**config.mk**
```make
export PLATFORM = sky130hd
export DESIGN_NAME = csgd_top
export DESIGN_NICKNAME = d
export VERILOG_FILES = /design/src/csgd_pkg.sv /design/src/csgd_top.sv /design/src/csgd_sync.sv
export SDC_FILE = /design/constraint.sdc
export NUM_CORES = 1
export LEC_CHECK = 0
export BUFFER_PORTS_ARGS = -buffer_cell sky130_fd_sc_hd__buf_2
export CORE_UTILIZATION = 49
export DETAILED_ROUTE_END_ITERATION = 8
export HOLD_SLACK_MARGIN = 0.12
export PLACE_DENSITY = 0.74
export SETUP_SLACK_MARGIN = 0.5
export SLEW_MARGIN = 10
export SYNTH_ARGS = -nofsm -noshare
export SYNTH_HDL_FRONTEND = slang
export SYNTH_SLANG_ARGS = --single-unit
```
**constraint.sdc**
```tcl
create_clock -name ref_clk -period 1.7 [get_ports ref_clk]
set_input_delay 0.17 -clock ref_clk [delete_from_list [all_inputs] [get_ports ref_clk]]
set_output_delay 0.17 -clock ref_clk [all_outputs]
set_load 0.01 [all_outputs]
```
**src/csgd_pkg.sv**
```systemverilog
// csgd_pkg: shared constants, state enum and state record of the clock select/gate/divide block.
// Assumes a single ref_clk domain; every clock pin is oversampled and synchronised in that domain.
// What this block does
// [RQ1] Select input picks primary (low) or alternate (high).
// [RQ2] Two full-rate pairs, two half-rate pairs.
// [RQ3] Gate control synchronised, never produces runt pulses.
// [RQ4] Gate change applied after rise, then fall.
// [RQ5] Gated off: true outputs low, complements high.
// [RQ6] Gated on: outputs follow source at ratios.
// [RQ7] Master clear forces true low, complement high.
// [RQ8] Active outputs depend only on selected clock.
// [RQ9] Master clear async high, also clears divider.
package csgd_pkg;

	// reference clock figures
	localparam int unsigned REF_CLK_PERIOD_NS = 100;     // 10 MHz sampling clock
	localparam int unsigned SYNC_STAGES       = 2;       // flip-flops ahead of any logic
	localparam int unsigned NUM_PAIRS         = 2;       // pairs per rate bank

	// source select encoding
	localparam logic        SEL_PRIMARY       = 1'h0;    // low picks the primary pair
	localparam logic        SEL_ALTERNATE     = 1'h1;    // high picks the alternate pair

	// idle levels of the outputs
	localparam logic        IDLE_TRUE         = 1'h0;    // true outputs rest low
	localparam logic        IDLE_COMP         = 1'h1;    // complement outputs rest high
	localparam logic        DIV_RESET         = 1'h0;    // divider phase after clear

	// bit positions in the synchronised input vector
	localparam int unsigned PIN_PRI_POS       = 0;
	localparam int unsigned PIN_PRI_NEG       = 1;
	localparam int unsigned PIN_ALT_POS       = 2;
	localparam int unsigned PIN_ALT_NEG       = 3;
	localparam int unsigned PIN_SEL           = 4;
	localparam int unsigned PIN_GATE          = 5;
	localparam int unsigned PIN_COUNT         = 6;

	// gate sequencer, gray along off -> arming -> on -> disarming -> off
	typedef enum logic [1:0] {
		GATE_OFF     = 2'h0,   // outputs parked
		GATE_ARM_ON  = 2'h1,   // enable seen plus rising edge, awaiting fall
		GATE_ON      = 2'h3,   // outputs running
		GATE_ARM_OFF = 2'h2    // disable seen plus rising edge, awaiting safe fall
	} csgd_gate_t;

	// one output bank: true and complement per pair
	typedef struct packed {
		logic [NUM_PAIRS-1:0] pos;   // true outputs
		logic [NUM_PAIRS-1:0] neg;   // complement outputs
	} csgd_bank_t;

	// whole state of the top module
	typedef struct packed {
		logic       clk_lvl;   // selected clock level, one cycle old
		csgd_gate_t gate;      // gate sequencer
		logic       div;       // divide-by-two phase
		csgd_bank_t full;      // full-rate bank registers
		csgd_bank_t half;      // half-rate bank registers
	} csgd_state_t;

	localparam csgd_bank_t BANK_IDLE = '{pos: {NUM_PAIRS{IDLE_TRUE}}, neg: {NUM_PAIRS{IDLE_COMP}}};

endpackage

```
**src/csgd_top.sv**
```systemverilog
// csgd_top: source select, glitch-free output gate and divide-by-two for a clock fan-out.
// Assumes ref_clk oversamples both input pairs well above their rate; sys_rst is the master clear.
`timescale 1ns/1ps
module csgd_top
	import csgd_pkg::*;
(
	input  wire logic  ref_clk,               // sampling clock
	input  wire logic  sys_rst,               // master clear, async, active high
	input  wire logic  primary_input_pos,     // primary pair, true leg
	input  wire logic  primary_input_neg,     // primary pair, complement leg
	input  wire logic  alternate_input_pos,   // alternate pair, true leg
	input  wire logic  alternate_input_neg,   // alternate pair, complement leg
	input  wire logic  source_select,         // low primary, high alternate
	input  wire logic  output_gate_enable,    // high lets outputs run
	output logic       full_rate_out0,
	output logic       full_rate_out0_neg,
	output logic       full_rate_out1,
	output logic       full_rate_out1_neg,
	output logic       half_rate_out0,
	output logic       half_rate_out0_neg,
	output logic       half_rate_out1,
	output logic       half_rate_out1_neg
);

	logic [PIN_COUNT-1:0] pins_s;     // synchronised pins
	csgd_state_t          state_ff;   // registered state
	csgd_state_t          nxt_state;  // next state
	logic                 pri_lvl;    // decoded primary level
	logic                 alt_lvl;    // decoded alternate level
	logic                 sel_lvl;    // level of the chosen source
	logic                 rise;       // rising edge of chosen source
	logic                 fall;       // falling edge of chosen source
	logic                 gate_en;    // synchronised gate control
	logic                 running;    // outputs enabled in next state

	// all pins pass two flip-flops before decoding
	csgd_sync #(
		.WIDTH  (PIN_COUNT),
		.STAGES (SYNC_STAGES)
	) u_sync (
		.ref_clk  (ref_clk),
		.sys_rst  (sys_rst),
		.async_in ({output_gate_enable, source_select, alternate_input_neg,
		            alternate_input_pos, primary_input_neg, primary_input_pos}),
		.sync_out (pins_s)
	);

	// differential decode: high only when legs disagree the right way
	function automatic logic diff_level(input logic p, input logic n);
		diff_level = p & ~n;
	endfunction

	// build a bank from run flag and source bit
	function automatic csgd_bank_t drive_bank(input logic run, input logic src);
		drive_bank.pos = {NUM_PAIRS{run & src}};
		drive_bank.neg = ~{NUM_PAIRS{run & src}};
	endfunction

	// source mux and edge detection
	always_comb begin
		pri_lvl = diff_level(pins_s[PIN_PRI_POS], pins_s[PIN_PRI_NEG]);
		alt_lvl = diff_level(pins_s[PIN_ALT_POS], pins_s[PIN_ALT_NEG]);
		sel_lvl = (pins_s[PIN_SEL] == SEL_ALTERNATE) ? alt_lvl : pri_lvl;   // see [RQ1]
		rise    = sel_lvl & ~state_ff.clk_lvl;
		fall    = ~sel_lvl & state_ff.clk_lvl;
		gate_en = pins_s[PIN_GATE];                                         // see [RQ3]
	end

	// gate sequencer, divider and output registers
	always_comb begin
		nxt_state         = state_ff;
		nxt_state.clk_lvl = sel_lvl;
		case (state_ff.gate)
			GATE_OFF: begin
				// wait for enable plus a rising edge
				if (gate_en && rise) begin
					nxt_state.gate = GATE_ARM_ON;                           // see [RQ4]
				end
			end
			GATE_ARM_ON: begin
				// enable withdrawn before the fall: abandon
				if (!gate_en) begin
					nxt_state.gate = GATE_OFF;
				end else if (fall) begin
					nxt_state.gate = GATE_ON;                               // see [RQ4]
				end
			end
			GATE_ON: begin
				// disable only counts from a rise onward, so a high phase is never cut
				if (!gate_en && rise) begin
					nxt_state.gate = GATE_ARM_OFF;                          // see [RQ4]
				end
			end
			GATE_ARM_OFF: begin
				// stop only on a fall with the half-rate leg low, so no bank is cut short
				if (gate_en) begin
					nxt_state.gate = GATE_ON;
				end else if (fall && !state_ff.div) begin
					nxt_state.gate = GATE_OFF;                              // see [RQ3]
				end
			end
			default: begin
				// unused encodings park the outputs rather than guess a phase
				nxt_state.gate = GATE_OFF;
			end
		endcase
		running = (nxt_state.gate == GATE_ON) || (nxt_state.gate == GATE_ARM_OFF);
		// divider runs only while enabled, parked low so restart phase is known
		if (!running) begin
			nxt_state.div = DIV_RESET;                                      // see [RQ9]
		end else if (rise) begin
			nxt_state.div = ~state_ff.div;                                  // see [RQ2]
		end
		// outputs depend only on chosen clock while running
		nxt_state.full = drive_bank(running, sel_lvl);                      // see [RQ2] [RQ6] [RQ8]
		nxt_state.half = drive_bank(running, nxt_state.div);                // see [RQ5] [RQ6]
	end

	// master clear parks everything and clears the divider
	always_ff @(posedge ref_clk or posedge sys_rst) begin
		if (sys_rst) begin
			state_ff <= '{clk_lvl: 1'h0, gate: GATE_OFF, div: DIV_RESET,
			              full: BANK_IDLE, half: BANK_IDLE};                 // see [RQ7] [RQ9]
		end else begin
			state_ff <= nxt_state;
		end
	end

	// outputs taken straight from registers
	assign full_rate_out0     = state_ff.full.pos[0];
	assign full_rate_out1     = state_ff.full.pos[1];
	assign full_rate_out0_neg = state_ff.full.neg[0];
	assign full_rate_out1_neg = state_ff.full.neg[1];
	assign half_rate_out0     = state_ff.half.pos[0];
	assign half_rate_out1     = state_ff.half.pos[1];
	assign half_rate_out0_neg = state_ff.half.neg[0];
	assign half_rate_out1_neg = state_ff.half.neg[1];

	logic gated_ff;   // registered banks are running
	assign gated_ff = (state_ff.gate == GATE_ON) || (state_ff.gate == GATE_ARM_OFF);
endmodule

```
**src/csgd_sync.sv**
```systemverilog
// csgd_sync: plain multi-stage synchroniser for a vector of asynchronous pins.
// Assumes each bit is independent; no bus coherence across bits is promised.
`timescale 1ns/1ps
module csgd_sync
	import csgd_pkg::*;
#(
	parameter int unsigned WIDTH  = PIN_COUNT,
	parameter int unsigned STAGES = SYNC_STAGES
) (
	input  wire logic             ref_clk,
	input  wire logic             sys_rst,
	input  wire logic [WIDTH-1:0] async_in,
	output logic      [WIDTH-1:0] sync_out
);

	// chain of stages; stage 0 is read only by stage 1
	typedef logic [STAGES-1:0][WIDTH-1:0] csgd_chain_t;

	csgd_chain_t chain_ff;   // registered chain
	csgd_chain_t nxt_chain;  // next chain value

	// shift the pins one stage further each edge
	always_comb begin
		nxt_chain = {chain_ff[STAGES-2:0], async_in};
	end

	// reset to zero, pins settle within STAGES edges of release
	always_ff @(posedge ref_clk or posedge sys_rst) begin
		if (sys_rst) begin
			chain_ff <= '0;
		end else begin
			chain_ff <= nxt_chain;
		end
	end

	assign sync_out = chain_ff[STAGES-1];

endmodule

```
==> out/qor.txt, run 1 <==
total number of vias - 455
Yosys reg bits - 19
Initial Utilization - 53.2%
Pre-antenna DRT Iters - 4
Core Area - 1300 um^2
met2 usage - 32.8%
number of placement rows - 13
die area - 1570 um^2
n_diodes - 0
Syn Nets - 57
Post-synth EDFFs - 0
initial antenna violation count - 0
Starting DRT DRC Count - 6
total grt overflow - 0
final WL - 1190 um
max-cap violations - 0
detailed-placement wirelength estimate - 745 um
syn_area_per_cell - 14.1 um^2
# DRC - 0
ranking of synthesized cells by area - dfrtp_1 (61%), dfstp_2 (7.6%), buf_4 (4.3%)
Cell Area, Synth - 692 um^2
kind of critical path - flop to flop
predominant post-synthesis flop cell - dfrtp_1
global-route wire length before repair - 1880 um
largest net degree at the start of global routing - 20
Gate power share - 8.8%
Cells after Synth - 49
Least-Margin Pin Slew - 0.685 ns
CTS Sinks - 19
Global Route Usage Sum - 19.9%
worst setup path start - u_sync.sync_out[4]$_DFF_PP0_
Root Driver - clkbuf_4
most numerous cell in the Yosys netlist - dfrtp_1
Switching Share - 22.5%
status - finished, final reports clean
H-tree depth - 1
reg2reg start - u_sync.sync_out[4]$_DFF_PP0_
Seq pwr share - 63.3%
Final Hold Fails - 0
clock slew seen by the registers of the worst setup and hold paths - 0.10 ns
peak fanout along the critical path - 4
clock buffer depth - 2
met1 Resource Use GR - 22.3%
max-slew violation count - 0
Seq/Total Area, Yosys - 69.1%
Max Freq - 693 MHz
Buffers on Ports - 15
met3 usage - 5.11%
Slew HR - 54.3%
TNS Setup - 0 ns
Worst setup EP type - flop
Yosys top cell area share - 61.5%
synth cell count leaders - dfrtp_1 (17), nand2_1 (5), buf_4 (4)
RSZ-0062 raised after global routing - true
Synth async-reset ratio - 100%
Top Ports - 16
Die Width - 39.6 um
Power Internal - 0.000603 W
vias per cell - 5.06
share of layout cells above drive strength 1 - 42.7%
antenna-violating nets left - 0
final setup fails - 0
Clock power frac - 27.9%
Tcrit/Tclk final - 84.8%
Leak - 0.410 nW
Worst Hold Class - flop to flop
clk_skew - 0.00281 ns
GR peak layer - met2
die height - 39.6 um
Clk Latency, worst-skew pair - 0.28 ns
P&R area growth vs syn - 31.6%
Final WS setup - 0.258 ns
peak supply drop - 0.593 mV
synth warn - 0
Period minus WS final - 1.44 ns
Yosys cell types - 20
wire per inst - 13.2 um
CTS tree - yes
CP arrival - 1.61 ns
power density over the cells - 853 nW/um^2
sw power - 0.000175 W
gpl congestion - 0.831
pre-CTS setup slack - 0.279 ns
vias in the first global route - 428
Setup crit start kind - flop
Placed Area - 756 um^2
fin nets - 84
design area - 911 um^2
Critical Path RT - 1.87 ns
area leader, netlist - dfrtp_1
hold path startpoint - u_sync.chain_ff[0]$_DFF_PP0_
cts bufs inserted - 3
==> sequential cells by signal, summed over array words and instances (netlist names) <==
signal and flops:
state_ff 3, half_rate_out0 1, u_sync.sync_out 6, full_rate_out0_neg 1, half_rate_out0_neg 1, full_rate_out0 1
u_sync.chain_ff 6
==> what timing repair did <==
| item | 4_1_cts | 5_1_grt |
|---|---|---|
| hold endpoints to repair | 23 | 0 |
| endpoints found under the setup margin | 4 | 7 |
| gates resized for setup | 1 | 5 |
| hold buffers | 7 | 0 |
| setup buffers | 1 | 3 |
| pin swaps | 0 | 4 |
==> layer usage <==
layer  part of all wire, %  up-vias
met5                     0        -
met4                     0        0
met3                   3.3        0
met2                    53       14
met1                    44      223
li1                      -      218
==> power groups by stage <==
stage / Sequential (W) / Clock (W) / Combinational (W)
after floorplan: 0.000495 / 0 / 0.0000290
after global placement: 0.000498 / 0 / 0.0000417
after detailed placement: 0.000499 / 0 / 0.0000431
after CTS: 0.000491 / 0.000229 / 0.0000564
after global routing: 0.000495 / 0.000251 / 0.0000750
final: 0.000492 / 0.000217 / 0.0000681
==> cells in the final DEF (no fill, tap or decap), types with 2 or more instances in the layout <==
master / n
or3_1: 2
dlygate4sd3_1: 7
dfrtp_1: 15
o21ai_0: 2
buf_2: 15
inv_1: 3
dfstp_2: 2
dfrtp_2: 2
buf_4: 3
nand2_1: 5
clkbuf_4: 3
nor3_1: 2
==> critical path, stage by stage, from the launching register on <==
cell and delay [ns]:
dfrtp_2 0.44, or3b_4 0.44, nor4bb_1 0.15, or3_1 0.31
==> cell type report <==
type | instances | area, um^2
Timing Repair Buffer | 26 | 179
Fill cell | 95 | 390
Clock buffer | 4 | 26.3
Sequential cell | 19 | 480
Multi-Input combinational cell | 23 | 195
Tap cell | 15 | 18.8
Inverter | 3 | 11.3
==> stage by stage <==
stage               hold WS [ns]  util (%)  power [W]  instances
detailed placement         0.279      58.1   0.000542         75
global route               0.373      70.0   0.000820         90
CTS                        0.361      66.2   0.000776         87
global placement           0.278      58.1   0.000539         75
floorplan                  0.120         -   0.000524         49
finish                     0.357      70.0   0.000777         90
==> worst paths after layout <==
check / endpoint / cells past startpoint / slack (ns)
min in group asynchronous: u_sync.chain_ff[3]$_DFF_PP0_ / 3 / 0.52
min: u_sync.sync_out[0]$_DFF_PP0_ / 0 / 0.36
min reg2reg: u_sync.sync_out[0]$_DFF_PP0_ / 0 / 0.36
max in group asynchronous: state_ff[11]$_DFF_PP0_ / 3 / 0.70
max reg2reg: half_rate_out0$_DFF_PP0_ / 3 / 0.26
max: half_rate_out0$_DFF_PP0_ / 3 / 0.26
==> cell families after synthesis <==
| family | Yosys count | share of synthesized area, % |
|---|---|---|
| DFF | 19 | 69.1 |
| buffers and inverters | 7 | 5.97 |
| and+or+nand+nor | 17 | 16.3 |
| AOI/OAI and AO/OA | 6 | 8.68 |
Note: power is estimated with default switching activity, not from simulation.
==> inputs of run 2 (changes only) <==
- CORE_UTILIZATION: 49 -> 44
- PLACE_DENSITY: 0.74 -> 0.7
- clock period: 1.7 -> 1.23 ns (I/O delays scaled with it)
==> out/qor.txt, run 2 (same netlist as run 1, synthesis figures left out) <==
status - finished with violations
violations in the final reports - hold timing, setup timing
clock slew seen by the registers of the worst setup and hold paths - 0.10 ns (about the same)
number of placement rows - 13 (unchanged)
peak supply drop - 0.773 mV (+30%)
Critical Path RT - 1.41 ns (-0.46 ns)
Worst path slowest cell - or3b_4
Buffers on Ports - 15 (unchanged)
CTS tree - yes
Final Hold Fails - 7 (+7)
CTS Hold Bufs - 6 (-1)
total number of vias - 467 (+2.6%)
Pre-antenna DRT Iters - 4 (unchanged)
worst path cell trace - or3b_4 > nor4bb_1 > or3_1
max-slew violation count - 0 (unchanged)
n_diodes - 0 (unchanged)
peak fanout along the critical path - 4 (unchanged)
die height - 41.7 um (+5.3%)
clk_skew - 0.00379 ns (+0.000989 ns)
Core Area - 1380 um^2 (+6.3%)
initial antenna violation count - 0 (unchanged)
Crit path largest cell delay - 0.44 ns (about the same)
largest net degree at the start of global routing - 12 (-40%)
R2R Path End - half_rate_out0$_DFF_PP0_
Root Driver - clkbuf_4
Setup crit start kind - flop
Clk Latency, worst-skew pair - 0.29 ns (about the same)
vias in the first global route - 461 (+7.7%)
most frequent cells in the layout - dfrtp_1 (16), buf_2 (11), dlygate4sd3_1 (6), buf_4 (6)
cts bufs inserted - 3 (unchanged)
wire per inst - 13.2 um (+0.55%)
Worst Hold Class - input port to asynchronous set/reset pin
CP bufs+invs - 0 (unchanged)
pre-CTS setup slack - -0.172 ns (-0.451 ns)
Max Freq - 696 MHz (+0.37%)
Slew HR - 74.5% (+20 points)
clock buffer depth - 2 (unchanged)
share of layout cells above drive strength 1 - 44.2% (+1.5 points)
CP arrival - 1.61 ns (about the same)
reg2reg start - u_sync.sync_out[1]$_DFF_PP0_
Top Ports - 16 (unchanged)
Period minus WS final - 1.44 ns (-0.00533 ns)
die area - 1740 um^2 (+11%)
Initial Utilization - 50.0% (-3.1 points)
# DRC - 0 (unchanged)
most common cell after layout, fill and taps aside - dfrtp_1
P&R area growth vs syn - 36.7%
post-layout util - 68.4% (-1.6 points)
CP top delay family - simple AND/OR/NAND/NOR gates
Global Route Usage Sum - 15.0% (-4.9 points)
antenna-violating nets left - 0 (unchanged)
max-cap violations - 0 (unchanged)
final WL - 1220 um (+2.8%)
total power - 0.00108 W (+39%)
Leak - 0.438 nW (+6.8%)
CTS Sinks - 19 (unchanged)
final setup fails - 7 (+7)
kind of critical path - flop to flop
Die Width - 41.7 um (+5.3%)
Worst setup EP type - flop
H-tree depth - 1 (unchanged)
detailed-placement wirelength estimate - 857 um (+15%)
power density over the cells - 1140 nW/um^2 (+34%)
Starting DRT DRC Count - 4 (-2)
Reg2Reg Depth - 3 (unchanged)
vias per cell - 5.08 (+0.41%)
Tcrit/Tclk final - 117% (+32 points)
gpl congestion - 0.723 (-13%)
total grt overflow - 0 (unchanged)
Least-Margin Pin Slew - 0.382 ns (-0.303 ns)
global-route wire length before repair - 1930 um (+2.6%)
WHS - -0.216 ns (-0.573 ns)
fin nets - 86 (+2.4%)
RSZ-0062 raised after global routing - true
Final WS setup - -0.207 ns (-0.465 ns)
FF-to-FF setup slack - -0.21 ns (-0.46 ns)
## run 2: cell count changes in the layout (fill, tap and decap cells not counted), sizes merged
cell	previous run	this run
buf	19	22
clkbuf	4	3
clkinv	0	1
dlygate4sd3	7	6
## run 2: how the worst max path moves through the flow
stage / slack (ns) / from / endpoint / depth (start not counted)
floorplan: -0.13 / u_sync.sync_out[4]$_DFF_PP0_ / half_rate_out0$_DFF_PP0_ / 3
global placement: -0.14 / u_sync.sync_out[1]$_DFF_PP0_ / half_rate_out0$_DFF_PP0_ / 3
detailed placement: -0.17 / u_sync.sync_out[1]$_DFF_PP0_ / half_rate_out0$_DFF_PP0_ / 3
CTS: -0.18 / state_ff[11]$_DFF_PP0_ / half_rate_out0$_DFF_PP0_ / 3
global route: -0.23 / state_ff[11]$_DFF_PP0_ / half_rate_out0$_DFF_PP0_ / 3
finish: -0.21 / u_sync.sync_out[1]$_DFF_PP0_ / half_rate_out0$_DFF_PP0_ / 3
## run 2: power breakdown
group          switching (W)  total (W)  internal [W]
clock               0.000179   0.000300      0.000121
combinational      0.0000431  0.0000990     0.0000559
sequential         0.0000238   0.000679      0.000655
## run 2: repair_timing
| action | CTS | global route |
|---|---|---|
| resized for setup | 7 | 1 |
| endpoints found under the hold margin | 15 | 7 |
| pin swaps | 1 | 0 |
| buffers inserted | 2 | 0 |
| endpoints found under the setup margin | 15 | 15 |
## run 2: cell type report
type,instances,area (um^2)
sequential,19,479
tap,15,18.8
clock inverter,1,5.00
inverter,3,11.3
multi-input combinational,23,193
timing repair buffer,28,216
fill,103,437
clock buffer,3,22.5
## run 2: worst reg2reg max path: cells and delay by family, from the launching register on
family	cells	cell delay, ns
AND/OR/NAND/NOR	3	0.90
flip-flops	1	0.42
## run 2: per-stage QoR
stage / instances / setup TNS, ns / area, um^2 / hold WS (ns)
3_3_place_gp: 80 / -0.259 / 795 / 0.113
3_5_place_dp: 80 / -0.337 / 795 / 0.123
2_1_floorplan: 49 / -0.158 / 701 / 0.0726
5_1_grt: 92 / -0.974 / 946 / -0.192
4_1_cts: 92 / -0.558 / 937 / -0.210
6_report: 92 / -0.694 / 946 / -0.216
## run 2: layer usage
metal | vias to the layer above | part of all wire (%) | GRT usage (%)
met2 | 16 | 54 | 25.9
li1 | 223 | - | -
met4 | 0 | 0.82 | 7.74
met1 | 226 | 41 | 16.7
met5 | - | 0 | 0
met3 | 2 | 3.2 | 3.91
==> inputs of run 3 (changes only) <==
- PLACE_DENSITY: 0.7 -> default
- PLACE_DENSITY_LB_ADDON: default -> 0.1
==> out/qor.txt, run 3 (same netlist as run 1, synthesis figures left out) <==
status - finished with violations
violations in the final reports - setup timing
total grt overflow - 0 (unchanged)
clock buffer depth - 2 (unchanged)
detailed-placement wirelength estimate - 658 um (-23%)
WHS - 0.358 ns (+0.573 ns)
DP Cell Count - 81 (+1.3%)
global-route wire length before repair - 1800 um (-6.5%)
share of layout cells above drive strength 1 - 48.8% (+4.6 points)
initial antenna violation count - 0 (unchanged)
clock slew seen by the registers of the worst setup and hold paths - 0.11 ns (about the same)
Least-Margin Pin Slew - 0.287 ns (-0.0955 ns)
Initial Utilization - 50.0% (unchanged)
vias in the first global route - 472 (+2.4%)
CP arrival - 1.60 ns (about the same)
P&R area growth vs syn - 42.9%
n_diodes - 0 (unchanged)
Final Hold Fails - 0 (-7)
Starting DRT DRC Count - 3 (-1)
die area - 1740 um^2 (unchanged)
final setup fails - 6 (-1)
RSZ-0062 raised after global routing - true
Core Area - 1380 um^2 (unchanged)
Buffers on Ports - 15 (unchanged)
die height - 41.7 um (unchanged)
Period minus WS final - 1.41 ns (-0.0278 ns)
# DRC - 0 (unchanged)
Pre-antenna DRT Iters - 2 (-2)
CTS tree - yes
clk_skew - 0.00621 ns (+0.00242 ns)
Worst setup EP type - flop
total number of vias - 488 (+4.5%)
FF-to-FF setup slack - -0.18 ns (+0.03 ns)
Worst Hold Class - flop to flop
wire per inst - 11.6 um (-12%)
Die Width - 41.7 um (unchanged)
max-slew violation count - 0 (unchanged)
max-cap violations - 0 (unchanged)
peak fanout along the critical path - 5 (+1)
fin nets - 89 (+3.5%)
most common cell after layout, fill and taps aside - dfrtp_1
kind of critical path - flop to flop
final WL - 1100 um (-9.4%)
most frequent cells in the layout - dfrtp_1 (16), buf_2 (11), dlygate4sd3_1 (7), buf_6 (7), buf_4 (6)
Max Freq - 710 MHz (+2.0%)
gpl congestion - 0.764 (+5.6%)
Tcrit/Tclk final - 115% (-2.3 points)
Critical Path RT - 1.42 ns (about the same)
Setup crit start kind - flop
cts bufs inserted - 3 (unchanged)
number of placement rows - 13 (unchanged)
pre-CTS setup slack - -0.165 ns (+0.00697 ns)
CTS Sinks - 19 (unchanged)
Slew HR - 80.6% (+6.1 points)
peak supply drop - 0.895 mV (+16%)
power density over the cells - 1110 nW/um^2 (-2.5%)
Final WS setup - -0.179 ns (+0.0278 ns)
antenna-violating nets left - 0 (unchanged)
H-tree depth - 1 (unchanged)
non-filler cells, final - 95 (+3.3%)
Clk Latency, worst-skew pair - 0.30 ns (about the same)
Root Driver - clkbuf_4
Top Ports - 16 (unchanged)
Global Route Usage Sum - 14.1% (-0.89 points)
vias per cell - 5.14 (+1.2%)
Leak - 0.447 nW (+2.1%)
TNS Setup - -0.594 ns (+0.100 ns)
largest net degree at the start of global routing - 20 (+8)
post-layout util - 71.5% (+3.1 points)
run 3: final timing paths:
check	from	cells past startpoint	to
max	u_sync.sync_out[4]$_DFF_PP0_	3	half_rate_out0$_DFF_PP0_
min	u_sync.chain_ff[5]$_DFF_PP0_	0	u_sync.sync_out[5]$_DFF_PP0_
min in group asynchronous	sys_rst	4	u_sync.chain_ff[4]$_DFF_PP0_
min reg2reg	u_sync.chain_ff[5]$_DFF_PP0_	0	u_sync.sync_out[5]$_DFF_PP0_
max reg2reg	u_sync.sync_out[4]$_DFF_PP0_	3	half_rate_out0$_DFF_PP0_
max in group asynchronous	sys_rst	4	full_rate_out0_neg$_DFF_PP1_
run 3: where the power goes:
part	total, W	switching, W	internal, W
logic	0.000111	0.0000481	0.0000630
clock network	0.000313	0.000189	0.000124
registers	0.000675	0.0000200	0.000655
total	0.00110	0.000257	0.000842
run 3: stage by stage:
stage	power [W]	cell area (um^2)
after global placement	0.000759	802
after detailed placement	0.000761	802
final	0.00110	988
after floorplan	0.000725	701
after CTS	0.00111	950
after global routing	0.00115	988
run 3: critical path, cell delays in order (launching register included):
cell and delay [ns]:
dfrtp_1 0.42, or3b_4 0.43, nor4bb_1 0.15, or3_1 0.30
run 3: repair_timing:
item | 4_1_cts | 5_1_grt
setup buffers | 2 | 1
setup endpoints to repair | 15 | 15
hold endpoints to repair | 25 | 0
pin swaps | 1 | 2
gates resized for setup | 6 | 6
hold buffers | 7 | 0
run 3: routing by layer:
metal	vias to the layer above	GRT usage, %	share of wire [%]
met4	0	7.74	1.3
met1	239	14.5	42
li1	229	-	-
met3	2	3.91	3.6
met5	-	0	0
met2	18	25.3	53
run 3: area by class of cell:
cell class	count	area, um^2
clock buffers	3	22.5
clock inverters	1	7.51
fillers	101	394
inverters	3	11.3
multi-input cells	23	200
flip-flops and latches	19	479
well taps	15	18.8
repair buffers	31	249
